### config.mk
export PLATFORM = sky130hd
export DESIGN_NAME = emitter_pulse_config
export DESIGN_NICKNAME = d
export VERILOG_FILES = /design/src/logic/emitter_pulse_pkg.sv /design/src/logic/emitter_pulse_config.sv
export SDC_FILE = /design/constraint.sdc
export NUM_CORES = 1
export LEC_CHECK = 0
export BUFFER_PORTS_ARGS = -buffer_cell sky130_fd_sc_hd__buf_2
export CAP_MARGIN = 20
export CORE_MARGIN = 1
export CORE_UTILIZATION = 51
export DETAILED_ROUTE_END_ITERATION = 8
export MAX_ROUTING_LAYER = met4
export PLACE_DENSITY = 0.76
export SKIP_CTS_REPAIR_TIMING = 1
export SLEW_MARGIN = 25
export SYNTH_ARGS = -nofsm -noshare
export SYNTH_HDL_FRONTEND = slang
export SYNTH_SLANG_ARGS = --single-unit
### constraint.sdc
create_clock -name mclk -period 6.09 [get_ports mclk]
set_clock_uncertainty 0.2 [all_clocks]
set_input_delay 0.9135 -clock mclk [delete_from_list [all_inputs] [get_ports mclk]]
set_output_delay 0.9135 -clock mclk [all_outputs]
set_load 0.1 [all_outputs]
### src/logic/emitter_pulse_pkg.sv
// Constants and types for the emitter pulse configuration block.
// Assumes a single 200 MHz clock; timing counts are derived here.
package emitter_pulse_pkg;

  // Clock period and base time units, each in its own unit
  localparam int unsigned CLK_PERIOD_PS = 5000;
  localparam int unsigned BASE_SHORT_NS = 25000;
  localparam int unsigned BASE_LONG_NS = 50000;
  // Cycle counts of one base unit (exact at 200 MHz)
  localparam int unsigned BASE_SHORT_CYC =
    (BASE_SHORT_NS * 1000 + CLK_PERIOD_PS - 1) / CLK_PERIOD_PS;
  localparam int unsigned BASE_LONG_CYC =
    (BASE_LONG_NS * 1000 + CLK_PERIOD_PS - 1) / CLK_PERIOD_PS;
  localparam int UNIT_CNT_W = 16;

  // Command code reaching both configuration bytes
  localparam logic [7:0] CMD_EMITTER_CONFIG = 8'h01;

  // Field positions, low byte
  localparam int WIDTH_LSB = 4;
  localparam int COUNT_LSB = 2;
  localparam int BASE_SEL_BIT = 1;
  // Field position, high byte (bits 10:8 of the word)
  localparam int DRIVE_LSB = 0;

  // Reset values of both bytes
  localparam logic [7:0] TIMING_LOW_RST = 8'h00;
  localparam logic [7:0] CURRENT_HIGH_RST = 8'h00;

  // Drive current in milliamperes for each three-bit code
  localparam logic [4:0] DRIVE_MA [8] = '{
    5'h07, 5'h09, 5'h0B, 5'h0C, 5'h0F, 5'h11, 5'h13, 5'h14
  };

  // Decoded fields of one measurement
  typedef struct packed {
    logic [2:0] emitter_drive_level;
    logic [1:0] pulse_width_multiple;
    logic [1:0] pulses_per_measurement;
    logic base_time_unit_select;
  } emitter_cfg_s;

  typedef enum logic [2:0] {
    ST_IDLE = 3'b001,
    ST_PULSE = 3'b010,
    ST_GAP = 3'b100
  } pulse_state_e;

endpackage

### src/logic/emitter_pulse_config.sv
// Emitter pulse configuration registers and pulse timing generator.
// Assumes command-coded byte access from a bus front end on mclk,
// and power-on and measurement start from logic on the same clock.
//
// Overview of operation
// - Width code 00..11 gives 1,2,4,8 units
// - Base-unit bit selects 25 or 50 us
// - Count code 00..11 gives 1,2,4,8 pulses
// - Drive code selects 7 to 20 mA
// - Pulse width is multiple times base unit
// - Timing fields low byte, current high, command 01
// - Pulses only while on and measuring
`timescale 1ns/1ps
module emitter_pulse_config
  import emitter_pulse_pkg::*;
#(
  parameter int unsigned SHORT_UNIT_CYC = BASE_SHORT_CYC,
  parameter int unsigned LONG_UNIT_CYC = BASE_LONG_CYC
) (
  input wire logic mclk, // 200 MHz clock
  input wire logic rst, // Synchronous reset, high
  input wire logic reg_wr, // Write strobe, one cycle
  input wire logic reg_rd, // Read strobe, one cycle
  input wire logic [7:0] reg_cmd, // Command code
  input wire logic [15:0] reg_wdata, // High byte, low byte
  output logic [15:0] reg_rdata, // Read data, registered
  input wire logic sensor_power_on, // Sensor switched on
  input wire logic meas_start, // Start measurement phase
  output logic emitter_on, // Emitter pulse active
  output logic [2:0] emitter_drive_code, // Current code of pulse
  output logic [4:0] emitter_current_ma, // Current in mA
  output logic meas_busy, // Measurement phase active
  output logic meas_done // Pulses complete, one cycle
);

  logic [7:0] emitter_timing_config_low;
  logic [7:0] emitter_current_config_high;
  emitter_cfg_s live_cfg;
  emitter_cfg_s meas_cfg;
  pulse_state_e state;
  logic [UNIT_CNT_W-1:0] unit_cnt;
  logic [UNIT_CNT_W-1:0] unit_len;
  logic [3:0] units_left;
  logic [3:0] pulses_left;
  logic unit_end;

  // Field decode from both bytes
  assign live_cfg.pulse_width_multiple =
    emitter_timing_config_low[WIDTH_LSB +: 2];
  assign live_cfg.pulses_per_measurement =
    emitter_timing_config_low[COUNT_LSB +: 2];
  assign live_cfg.base_time_unit_select =
    emitter_timing_config_low[BASE_SEL_BIT];
  assign live_cfg.emitter_drive_level =
    emitter_current_config_high[DRIVE_LSB +: 3];

  // Both bytes written together under the one command code
  always_ff @(posedge mclk) begin
    if (rst) begin
      emitter_timing_config_low <= TIMING_LOW_RST;
      emitter_current_config_high <= CURRENT_HIGH_RST;
    end else if (reg_wr && reg_cmd == CMD_EMITTER_CONFIG) begin
      emitter_timing_config_low <= reg_wdata[7:0];
      emitter_current_config_high <= reg_wdata[15:8];
    end
  end

  // Readback; unknown commands read zero
  always_ff @(posedge mclk) begin
    if (rst) begin
      reg_rdata <= 16'h0000;
    end else if (reg_rd) begin
      if (reg_cmd == CMD_EMITTER_CONFIG) begin
        reg_rdata <= {emitter_current_config_high,
                      emitter_timing_config_low};
      end else begin
        reg_rdata <= 16'h0000;
      end
    end
  end

  // Base unit length from the snapshot taken at measurement start
  assign unit_len = meas_cfg.base_time_unit_select ?
    UNIT_CNT_W'(LONG_UNIT_CYC) : UNIT_CNT_W'(SHORT_UNIT_CYC);
  assign unit_end = (unit_cnt == unit_len - UNIT_CNT_W'(1));

  // Snapshot config so a write mid-measurement cannot tear a pulse
  always_ff @(posedge mclk) begin
    if (rst) begin
      meas_cfg <= '0;
    end else if (state == ST_IDLE && meas_start && sensor_power_on) begin
      meas_cfg <= live_cfg;
    end
  end

  // Pulse sequencer; power off aborts at once
  always_ff @(posedge mclk) begin
    if (rst) begin
      state <= ST_IDLE;
      emitter_on <= 1'b0;
      meas_busy <= 1'b0;
      meas_done <= 1'b0;
      unit_cnt <= '0;
      units_left <= 4'h0;
      pulses_left <= 4'h0;
    end else begin
      meas_done <= 1'b0;
      if (!sensor_power_on) begin
        state <= ST_IDLE;
        emitter_on <= 1'b0;
        meas_busy <= 1'b0;
        unit_cnt <= '0;
      end else begin
        case (state)
          ST_IDLE: begin
            if (meas_start) begin
              state <= ST_PULSE;
              emitter_on <= 1'b1;
              meas_busy <= 1'b1;
              unit_cnt <= '0;
              units_left <= 4'h1 << live_cfg.pulse_width_multiple;
              pulses_left <=
                4'h1 << live_cfg.pulses_per_measurement;
            end
          end
          ST_PULSE: begin
            if (unit_end) begin
              unit_cnt <= '0;
              units_left <= units_left - 4'h1;
              if (units_left == 4'h1) begin
                emitter_on <= 1'b0;
                pulses_left <= pulses_left - 4'h1;
                if (pulses_left == 4'h1) begin
                  state <= ST_IDLE;
                  meas_busy <= 1'b0;
                  meas_done <= 1'b1;
                end else begin
                  state <= ST_GAP;
                end
              end
            end else begin
              unit_cnt <= unit_cnt + UNIT_CNT_W'(1);
            end
          end
          ST_GAP: begin
            // One dead cycle keeps pulses distinct without overlap
            state <= ST_PULSE;
            emitter_on <= 1'b1;
            units_left <= 4'h1 << meas_cfg.pulse_width_multiple;
          end
          default: begin
            state <= ST_IDLE;
            emitter_on <= 1'b0;
            meas_busy <= 1'b0;
          end
        endcase
      end
    end
  end

  // Amplitude follows the snapshot drive code; held when dark
  always_ff @(posedge mclk) begin
    if (rst) begin
      emitter_drive_code <= 3'h0;
      emitter_current_ma <= 5'h00;
    end else begin
      emitter_drive_code <= meas_cfg.emitter_drive_level;
      emitter_current_ma <=
        DRIVE_MA[meas_cfg.emitter_drive_level];
    end
  end

  // Helper counters seen only by the checks below
  logic [31:0] on_len;
  logic [31:0] on_total;
  logic [3:0] pulse_edges;
  logic on_d;
  always_ff @(posedge mclk) begin
    if (rst) begin
      on_len <= 32'h0;
      on_total <= 32'h0;
      pulse_edges <= 4'h0;
      on_d <= 1'b0;
    end else begin
      on_d <= emitter_on;
      on_len <= emitter_on ? on_len + 32'h1 : 32'h0;
      if (meas_start && state == ST_IDLE) begin
        on_total <= 32'h0;
        pulse_edges <= 4'h0;
      end else begin
        on_total <= on_total + {31'h0, emitter_on};
        pulse_edges <= pulse_edges + {3'h0, emitter_on && !on_d};
      end
    end
  end

  // Covers both the start path and the path through the dark gap
  chk_width_units: assert property (@(posedge mclk) disable iff (rst)
    $rose(emitter_on) |-> units_left ==
      (4'h1 << meas_cfg.pulse_width_multiple))
    else $error("pulse width units wrong");
  chk_base_unit: assert property (@(posedge mclk) disable iff (rst)
    state == ST_PULSE |-> unit_cnt < (meas_cfg.base_time_unit_select ?
      UNIT_CNT_W'(LONG_UNIT_CYC) : UNIT_CNT_W'(SHORT_UNIT_CYC)))
    else $error("base unit length wrong");
  chk_pulse_count: assert property (@(posedge mclk) disable iff (rst)
    meas_done |-> pulse_edges == (4'h1 << meas_cfg.pulses_per_measurement))
    else $error("pulse count wrong");
  chk_drive_level: assert property (@(posedge mclk) disable iff (rst)
    emitter_on && $stable(meas_cfg) |=>
      emitter_current_ma == DRIVE_MA[$past(meas_cfg.emitter_drive_level)])
    else $error("drive current wrong");
  chk_pulse_width: assert property (@(posedge mclk) disable iff (rst)
    $fell(emitter_on) && meas_busy |-> $past(on_len) ==
      32'(unit_len) * (32'h1 << meas_cfg.pulse_width_multiple) - 32'h1)
    else $error("pulse width wrong");
  chk_cfg_write: assert property (@(posedge mclk) disable iff (rst)
    reg_wr && reg_cmd == CMD_EMITTER_CONFIG |=>
      {emitter_current_config_high, emitter_timing_config_low}
        == $past(reg_wdata))
    else $error("config write lost");
  chk_only_on: assert property (@(posedge mclk) disable iff (rst)
    emitter_on |-> $past(sensor_power_on) && meas_busy)
    else $error("emitter lit while off");
  chk_total_on: assert property (@(posedge mclk) disable iff (rst)
    meas_done |-> on_total == 32'(unit_len) *
      (32'h1 << meas_cfg.pulse_width_multiple) *
      (32'h1 << meas_cfg.pulses_per_measurement))
    else $error("total on-time wrong");

endmodule

==> impl_metrics.csv, run 1 <==
group,metric,value,unit
status,status,"finished, final reports clean",
floorplan,rows,29,
timing,fin_crit_sh,0.4912,
clock_network,numClockSinks,76,
floorplan,die-height,84.47,um
placement,dpl.hpwl,5091,um
power,p_clk_frac,0.385,
floorplan,coreArea,0.006459,mm2
grt,grtUsageTotal,0.2208,
timing,tightest_slew,0.9406,ns
grt,antenna_found_initial,0,
timing,finalSetupViolations,0,
timing,rsz0062_at_grt,"no",
synthesis,seq_area_frac_synth,0.4387,
routing,drc,0,
grt,grt-ovfl-total,0,
synthesis,syn-num-nets,445,
clock_network,numCtsBuffers,9,
job,cap_violations,0,
floorplan,boundaryPins,57,
grt,grt_pass1_wl,12260,um
grt,grt_pass1_vias,2712,
layout,area_delta_synth_final,13.92,%
clock_network,clock_path_buffers,2,
routing,ant_nets,0,
layout,fin_cells,537,
synthesis,synth_ff_type,"dfxtp_1",
worst_hold_path,hold_path.class,"flip-flop to flip-flop",
placement,dpl.cell_count,521,
timing,fin_tns_setup,0,ns
timing,period_needed,2.991,ns
power,internal_power,0.6783,mW
synthesis,synth_edf_count,0,
power,comb_power_share,0.074,
layout,fin_area,0.003951,mm2
placement,gp_congestion,0.8987,
synthesis,yosysWarnings,0,
worst_setup_path,worstPathRequired,6.14,ns
placement,place_area,0.003770,mm2
synthesis,postSynthAreaPerCell,8.522,um2
timing,maxSlewViolCount,0,
clock_network,cts_root_buf,"clkbuf_8",
power,ir_drop,0.0001453,V
floorplan,dieArea,0.007134,mm2
synthesis,yosysUniqueCellTypes,52,
floorplan,fp.dieW,84.47,um
synthesis,synth_seq_cells,76,
synthesis,netlist_instances,407,
power,p_per_area,237.6,mW/mm2
routing,drtPass1Iterations,4,
synthesis,synth_area,0.003468,mm2
synthesis,async_reset_ff_frac,0,
power,p_sw,0.2606,mW
clock_network,clk_latency,0.36,ns
power,switching_share,0.2775,
power,p_leak,1.660,nW
worst_setup_path,cp_max_fo,20,
layout,n_antenna_cell,0,
grt,grt_max_degree,56,
layout,fin_nets,493,
routing,wl_per_cell,13.66,um
timing,clock.fmax,334.3,MHz
clock_network,clkSlewWorstSetupHoldPaths,0.09,ns
routing,drt-initial-drc-count,132,
timing,slew_headroom,0.3729,
floorplan,start_util,0.5370,
layout,post_route_cells_drive_above_1_share,0.1674,
routing,dr_total_vias,3014,
power,pwr-share-seq,0.541,
clock_network,cts_tree,"done",
layout,final_core_util,0.6118,
worst_setup_path,crit_type,"flip-flop to flip-flop",
worst_setup_path,critPathArrivalTime,3.04,ns
power,power,0.9389,mW
clock_network,htreeDepth,3,
worst_setup_path,startpoint_type,"flip-flop",
routing,viasPerCell,5.613,
placement,portBuffers,56,
timing,finalHoldViolations,0,
worst_setup_path,end_kind,"flip-flop",
routing,drt_wl_total,7336,um
-- flip-flops by register name, indices dropped and copies added, names as in the netlist --
signal and count:
state 3, reg_rdata 16, emitter_drive_code 3, emitter_current_config_high 8, emitter_timing_config_low 8, units_left 4
emitter_on 1, meas_done 1, emitter_current_ma 5, meas_busy 1, meas_cfg 6, pulses_left 4
unit_cnt 16
-- metrics by stage --
step | worst slack, ns | hold slack, ns
3_5_place_dp | 2.775 | 0.2506
6_report | 3.099 | 0.2671
2_1_floorplan | 3.525 | 0.2292
3_3_place_gp | 2.885 | 0.2437
5_1_grt | 2.948 | 0.2872
4_1_cts | 3.138 | 0.2726
-- worst max-delay path, cell delays in order (launching register included) --
cell and delay, ns:
dfxtp_1 0.63, or3b_1 0.70, or2_2 0.44, a21oi_2 0.49
inv_1 0.13, o311ai_1 0.29
-- per-layer routing --
metal	global-route usage	vias up	share of wire
met5	-	-	0
met4	0.07242	0	0.014
met3	0.06391	9	0.048
met2	0.3584	74	0.48
met1	0.2646	1405	0.46
li1	-	1526	-
-- Yosys cell counts, types with 3 or more instances --
master,number,area share
a21o_1,3,0.0065
a21oi_1,35,0.051
a31oi_1,9,0.016
and2_1,4,0.0072
buf_2,3,0.0043
clkbuf_1,14,0.015
dfxtp_1,76,0.44
ha_1,8,0.029
inv_1,11,0.012
mux2i_1,24,0.069
nand2_1,21,0.023
nand2b_1,7,0.013
nand3_1,14,0.020
nand4_1,5,0.0090
nor2_1,67,0.073
nor2b_1,26,0.047
nor3_1,7,0.010
nor3b_1,5,0.011
o211ai_1,3,0.0065
o21ai_0,13,0.019
o31ai_1,4,0.0087
or3_1,3,0.0054
xnor2_1,4,0.010
-- power groups by stage --
| stage | clock network, mW | logic [mW] | registers, mW |
|---|---|---|---|
| 2_1_floorplan | 0 | 0.0373 | 0.531 |
| 3_3_place_gp | 0 | 0.0686 | 0.519 |
| 3_5_place_dp | 0 | 0.0695 | 0.519 |
| 4_1_cts | 0.370 | 0.0698 | 0.508 |
| 5_1_grt | 0.391 | 0.0760 | 0.509 |
| 6_report | 0.362 | 0.0694 | 0.508 |
-- cell families after synthesis --
logic type / share of synthesized area
AND/OR/NAND/NOR: 0.2648
AO/OA/AOI/OAI: 0.1497
flip-flops: 0.4387
buffers and inverters: 0.03355
multiplexers: 0.06926
adder cells (fa/ha/maj): 0.02886
XOR/XNOR: 0.01515
-- final timing paths --
| path | to | slack, ns | start | cells after the start |
|---|---|---|---|---|
| max | unit_cnt[14]$_SDFFE_PP0P_ | 3.10 | state[1]$_SDFFE_PP0P_ | 5 |
| min | meas_busy$_SDFFE_PP0P_ | 0.27 | meas_busy$_SDFFE_PP0P_ | 1 |
| max reg2reg | unit_cnt[14]$_SDFFE_PP0P_ | 3.10 | state[1]$_SDFFE_PP0P_ | 5 |
| min reg2reg | meas_busy$_SDFFE_PP0P_ | 0.27 | meas_busy$_SDFFE_PP0P_ | 1 |
-- layout by cell type, fill, tap and decap left out, types with 9 or more instances in the layout --
cell / instances
o21ai_0: 13
nor2b_1: 26
nand2_1: 21
nor2_1: 67
nand3_1: 14
dfxtp_1: 76
buf_2: 56
a21oi_1: 35
clkbuf_8: 9
a31oi_1: 9
mux2i_1: 24
inv_1: 11
-- cell type report --
class	instances	area (um2)
Timing Repair Buffer	56	280.3
Fill cell	571	2507
Inverter	11	41.29
Clock inverter	7	57.56
Sequential cell	76	1521
Multi-Input combinational cell	301	1831
Clock buffer	9	123.9
Tap cell	77	96.34
Power figures use the tool's default switching activity.
==> run 2: changes to the inputs <==
Clock period 6.09 ns to 3 ns, I/O delays scaled along.
==> impl_metrics.csv, run 2 (synthesis gave the netlist of run 1 again) <==
group,metric,value,unit
status,status,"finished, final reports clean",
routing,drt-initial-drc-count,154,
power,p_per_area,513.3,mW/mm2
grt,grt_max_degree,55,
routing,ant_nets,0,
routing,dr_total_vias,3022,
clock_network,numCtsBuffers,9,
placement,dpl.hpwl,5277,um
worst_setup_path,cp_top_family,"compound AO/OA/AOI/OAI gates",
routing,drtPass1Iterations,5,
worst_setup_path,slowest_delay,0.60,ns
timing,rsz0062_at_grt,"no",
layout,area_delta_synth_final,16.16,%
worst_setup_path,path_buf_inv,1,
routing,wl_per_cell,13.66,um
timing,tightest_slew,0.5875,ns
floorplan,start_util,0.5370,
worst_setup_path,crit_end,"unit_cnt[15]$_SDFFE_PP0P_",
layout,mostFrequentLayoutCells,"dfxtp_1 (76), nor2_1 (67), buf_2 (56)",
timing,fin_ws,0.5167,ns
worst_setup_path,critPathArrivalTime,2.54,ns
grt,grt-ovfl-total,0,
floorplan,rows,29,
worst_setup_path,ff2ff_path_depth,5,
worst_setup_path,worstSetupStartpoint,"state[1]$_SDFFE_PP0P_",
timing,slew_headroom,0.6083,
worst_setup_path,end_kind,"flip-flop",
timing,period_needed,2.483,ns
timing,fin_hold_ws,0.1241,ns
floorplan,coreArea,0.006459,mm2
clock_network,htreeDepth,3,
grt,grt_pass1_vias,2784,
floorplan,boundaryPins,57,
worst_setup_path,reg2reg_slack,0.52,ns
worst_setup_path,path_depth,5,
clock_network,clkSlewWorstSetupHoldPaths,0.09,ns
placement,portBuffers,56,
timing,fin_crit_sh,0.8278,
grt,antenna_found_initial,0,
routing,drt_wl_total,7391,um
clock_network,numClockSinks,76,
layout,reg_top3,"reg_rdata (16), unit_cnt (16)",
worst_setup_path,worstPathCellList,"or3b_1 > or2_2 > a21oi_2 > inv_1 > o311ai_1",
timing,maxSlewViolCount,0,
worst_setup_path,cp_max_fo,16,
power,p_leak,1.703,nW
job,cap_violations,0,
worst_setup_path,r2r-start,"state[1]$_SDFFE_PP0P_",
layout,n_antenna_cell,0,
floorplan,fp.dieW,84.47,um
layout,n_fill_cell,571,
timing,clock.fmax,402.7,MHz
placement,dp_slack,0.4971,ns
power,ir_drop,0.0003561,V
clock_network,cts_tree,"done",
timing,finalHoldViolations,0,
worst_setup_path,crit_type,"flip-flop to flip-flop",
grt,grtUsageTotal,0.2230,
clock_network,clk_latency,0.35,ns
routing,drc,0,
grt,grt_pass1_wl,12460,um
worst_setup_path,reg2reg_to,"unit_cnt[15]$_SDFFE_PP0P_",
timing,fin_tns_setup,0,ns
placement,gp_congestion,0.8482,
layout,fin_nets,497,
clock_network,cts_root_buf,"clkbuf_8",
floorplan,dieArea,0.007134,mm2
layout,final_common_cell,"dfxtp_1",
worst_hold_path,hold_path.class,"input pin to flip-flop",
worst_setup_path,slowest_stage,"dfxtp_1",
clock_network,clock_path_buffers,2,
floorplan,die-height,84.47,um
worst_setup_path,worstPathRequired,3.05,ns
worst_setup_path,startpoint_type,"flip-flop",
timing,finalSetupViolations,0,
routing,viasPerCell,5.586,
layout,post_route_cells_drive_above_1_share,0.1746,
run 2: cell count changes in the layout (fill, tap and decap cells not counted):
cell	change
bufinv_16	+2
clkinv_2	-1
inv_6	+1
buf_4	+4
clkinvlp_4	-1
clkinv_4	-1
run 2: power breakdown:
group	leakage (nW)	switching, mW	total, mW	internal [mW]
sequential	0.614	0.0123	1.03	1.02
combinational	0.975	0.0960	0.145	0.0493
clock	0.113	0.409	0.892	0.483
run 2: worst min path at each step:
stage	slack [ns]	startpoint	depth (start not counted)	to
floorplan	0.23	meas_cfg[5]$_SDFFE_PP0P_	1	emitter_current_ma[1]$_SDFF_PP0_
detailed placement	0.25	meas_busy$_SDFFE_PP0P_	1	meas_busy$_SDFFE_PP0P_
finish	0.12	reg_wdata[12]	3	emitter_current_config_high[4]$_SDFFE_PP0P_
global route	0.11	reg_wdata[14]	3	emitter_current_config_high[6]$_SDFFE_PP0P_
global placement	0.24	meas_busy$_SDFFE_PP0P_	1	meas_busy$_SDFFE_PP0P_
CTS	0.12	reg_wdata[12]	3	emitter_current_config_high[4]$_SDFFE_PP0P_
run 2: tightest hold or removal path, delay by kind of cell:
kind | cells | cell delay, ns
buffers and inverters | 1 | 0.07
muxes | 1 | 0.05
and+or+nand+nor | 1 | 0.07
run 2: routing by layer:
layer	up-vias	GRT usage	routed length, um
met5	-	-	0
met1	1386	0.2742	3415
li1	1532	-	-
met3	4	0.05506	404
met4	0	0.06934	65
met2	100	0.3629	3504
run 2: final cells by class:
class                   count  area, um2  share of cell area
clock buffers               9      123.9             0.03075
well taps                  77      96.34             0.02391
repair buffers             60      310.3             0.07702
multi-input cells         301       1831              0.4543
inverters                  11      41.29             0.01025
clock inverters             7      105.1             0.02609
flip-flops and latches     76       1521              0.3776
run 2: per-stage QoR:
step | area [um2] | utilization | cells | total power [mW]
floorplan | 3468 | - | 407 | 1.154
global placement | 3800 | 0.5883 | 525 | 1.196
detailed placement | 3800 | 0.5883 | 525 | 1.199
CTS | 4029 | 0.6238 | 541 | 2.080
global route | 4029 | 0.6238 | 541 | 2.143
finish | 4029 | 0.6238 | 541 | 2.068
==> run 3: changes to the inputs <==
Clock period 3 ns to 2.45 ns, I/O delays scaled along.
==> impl_metrics.csv, run 3 (synthesis gave the netlist of run 1 again) <==
group,metric,value,unit
timing,period_needed,2.225,ns
clock_network,htreeDepth,3,
worst_setup_path,worstPathCellList,"nor4b_1 > nand4b_1 > nand2b_1 > or4_1 > a31oi_1",
worst_setup_path,critPathArrivalTime,2.30,ns
power,p_per_area,599.0,mW/mm2
grt,grt_pass1_wl,13310,um
placement,gp_congestion,0.8762,
grt,grtUsageTotal,0.2375,
timing,fin_tns_setup,0,ns
timing,fin_crit_sh,0.9081,
routing,met2_length,3794,um
worst_setup_path,startpoint_type,"flip-flop",
clock_network,clk_latency,0.35,ns
placement,dpl.cell_count,532,
routing,top_layer_used,"met4",
clock_network,clkSlewWorstSetupHoldPaths,0.09,ns
power,power,2.431,mW
floorplan,dieArea,0.007134,mm2
worst_setup_path,r2r-start,"unit_cnt[2]$_SDFFE_PP0P_",
placement,dpl.hpwl,5523,um
routing,wl_per_cell,14.30,um
worst_setup_path,reg2reg_slack,0.23,ns
worst_setup_path,slowest_delay,0.47,ns
worst_setup_path,crit_type,"flip-flop to flip-flop",
timing,rsz0062_at_grt,"no",
routing,viasPerCell,5.743,
grt,grt_max_degree,55,
layout,area_delta_synth_final,17.03,%
job,cap_violations,0,
timing,maxSlewViolCount,0,
worst_setup_path,worstSetupStartpoint,"unit_cnt[2]$_SDFFE_PP0P_",
worst_setup_path,ff2ff_path_depth,5,
timing,tightest_slew,0.6130,ns
worst_hold_path,min_path_cells,3,
timing,fin_hold_ws,0.04082,ns
routing,drt_wl_total,7836,um
clock_network,numCtsBuffers,9,
worst_setup_path,slowest_stage,"or4_1",
worst_setup_path,crit_end,"pulses_left[0]$_SDFFE_PP0P_",
worst_setup_path,worstPathRequired,2.52,ns
layout,n_antenna_cell,0,
routing,routed-wl-met3,361,um
floorplan,rows,29,
routing,drtPass1Iterations,4,
grt,grt_pass1_vias,3045,
floorplan,start_util,0.5370,
floorplan,fp.dieW,84.47,um
worst_setup_path,reg2reg_to,"pulses_left[0]$_SDFFE_PP0P_",
power,p_leak,1.725,nW
layout,fin_cells,548,
routing,ant_nets,0,
placement,portBuffers,56,
timing,fin_ws,0.2252,ns
timing,clock.fmax,449.5,MHz
grt,grt-ovfl-total,0,
worst_hold_path,hold_path.class,"input pin to flip-flop",
routing,wl_met1,3478,um
layout,final_common_cell,"dfxtp_1",
grt,antenna_found_initial,0,
floorplan,coreArea,0.006459,mm2
clock_network,cts_tree,"done",
floorplan,boundaryPins,57,
status,status,"finished, final reports clean",
power,ir_drop,0.0003695,V
placement,dp_slack,0.2306,ns
layout,mostFrequentLayoutCells,"dfxtp_1 (76), nor2_1 (67), buf_2 (56)",
timing,slew_headroom,0.5913,
routing,drc,0,
worst_setup_path,cp_max_fo,6,
floorplan,die-height,84.47,um
timing,finalHoldViolations,0,
layout,fin_nets,504,
routing,dr_total_vias,3147,
clock_network,cts_root_buf,"clkbuf_8",
routing,drt-initial-drc-count,205,
layout,reg_top3,"reg_rdata (16), unit_cnt (16)",
worst_setup_path,end_kind,"flip-flop",
layout,post_route_cells_drive_above_1_share,0.1868,
timing,finalSetupViolations,0,
clock_network,numClockSinks,76,
clock_network,clock_path_buffers,2,
## run 3: per-stage QoR
stage,area [um2],utilization
4_1_cts,4059,0.6284
3_5_place_dp,3852,0.5965
6_report,4059,0.6284
3_3_place_gp,3852,0.5965
5_1_grt,4059,0.6284
2_1_floorplan,3468,-
## run 3: layer usage
layer | global-route usage | vias up
met5 | - | -
met4 | 0.09707 | 0
met3 | 0.04720 | 19
met2 | 0.4054 | 93
met1 | 0.2742 | 1483
li1 | - | 1552
## run 3: cell type report
type	count	area, um2
inverters	11	41.29
fillers	564	2400
well taps	77	96.34
flip-flops and latches	76	1521
clock inverters	7	82.58
multi-input cells	301	1831
repair buffers	67	362.8
clock buffers	9	123.9
## run 3: worst max-delay path, delay by kind of cell (launching register included)
family | cells | cell delay (ns)
flops | 1 | 0.42
simple gates | 4 | 1.36
compound gates | 1 | 0.16
## run 3: where the power goes
group | total (mW) | switching (mW) | internal [mW]
combinational | 0.188 | 0.125 | 0.0628
clock | 0.987 | 0.501 | 0.486
sequential | 1.26 | 0.00905 | 1.25
## run 3: worst min path at each step
stage	from	endpoint	slack, ns
after floorplan	meas_cfg[5]$_SDFFE_PP0P_	emitter_current_ma[1]$_SDFF_PP0_	0.23
after global placement	meas_busy$_SDFFE_PP0P_	meas_busy$_SDFFE_PP0P_	0.24
after detailed placement	meas_busy$_SDFFE_PP0P_	meas_busy$_SDFFE_PP0P_	0.25
after CTS	reg_wdata[12]	emitter_current_config_high[4]$_SDFFE_PP0P_	0.03
after global routing	reg_wdata[2]	emitter_timing_config_low[2]$_SDFFE_PP0P_	0.04
final	reg_wdata[12]	emitter_current_config_high[4]$_SDFFE_PP0P_	0.04
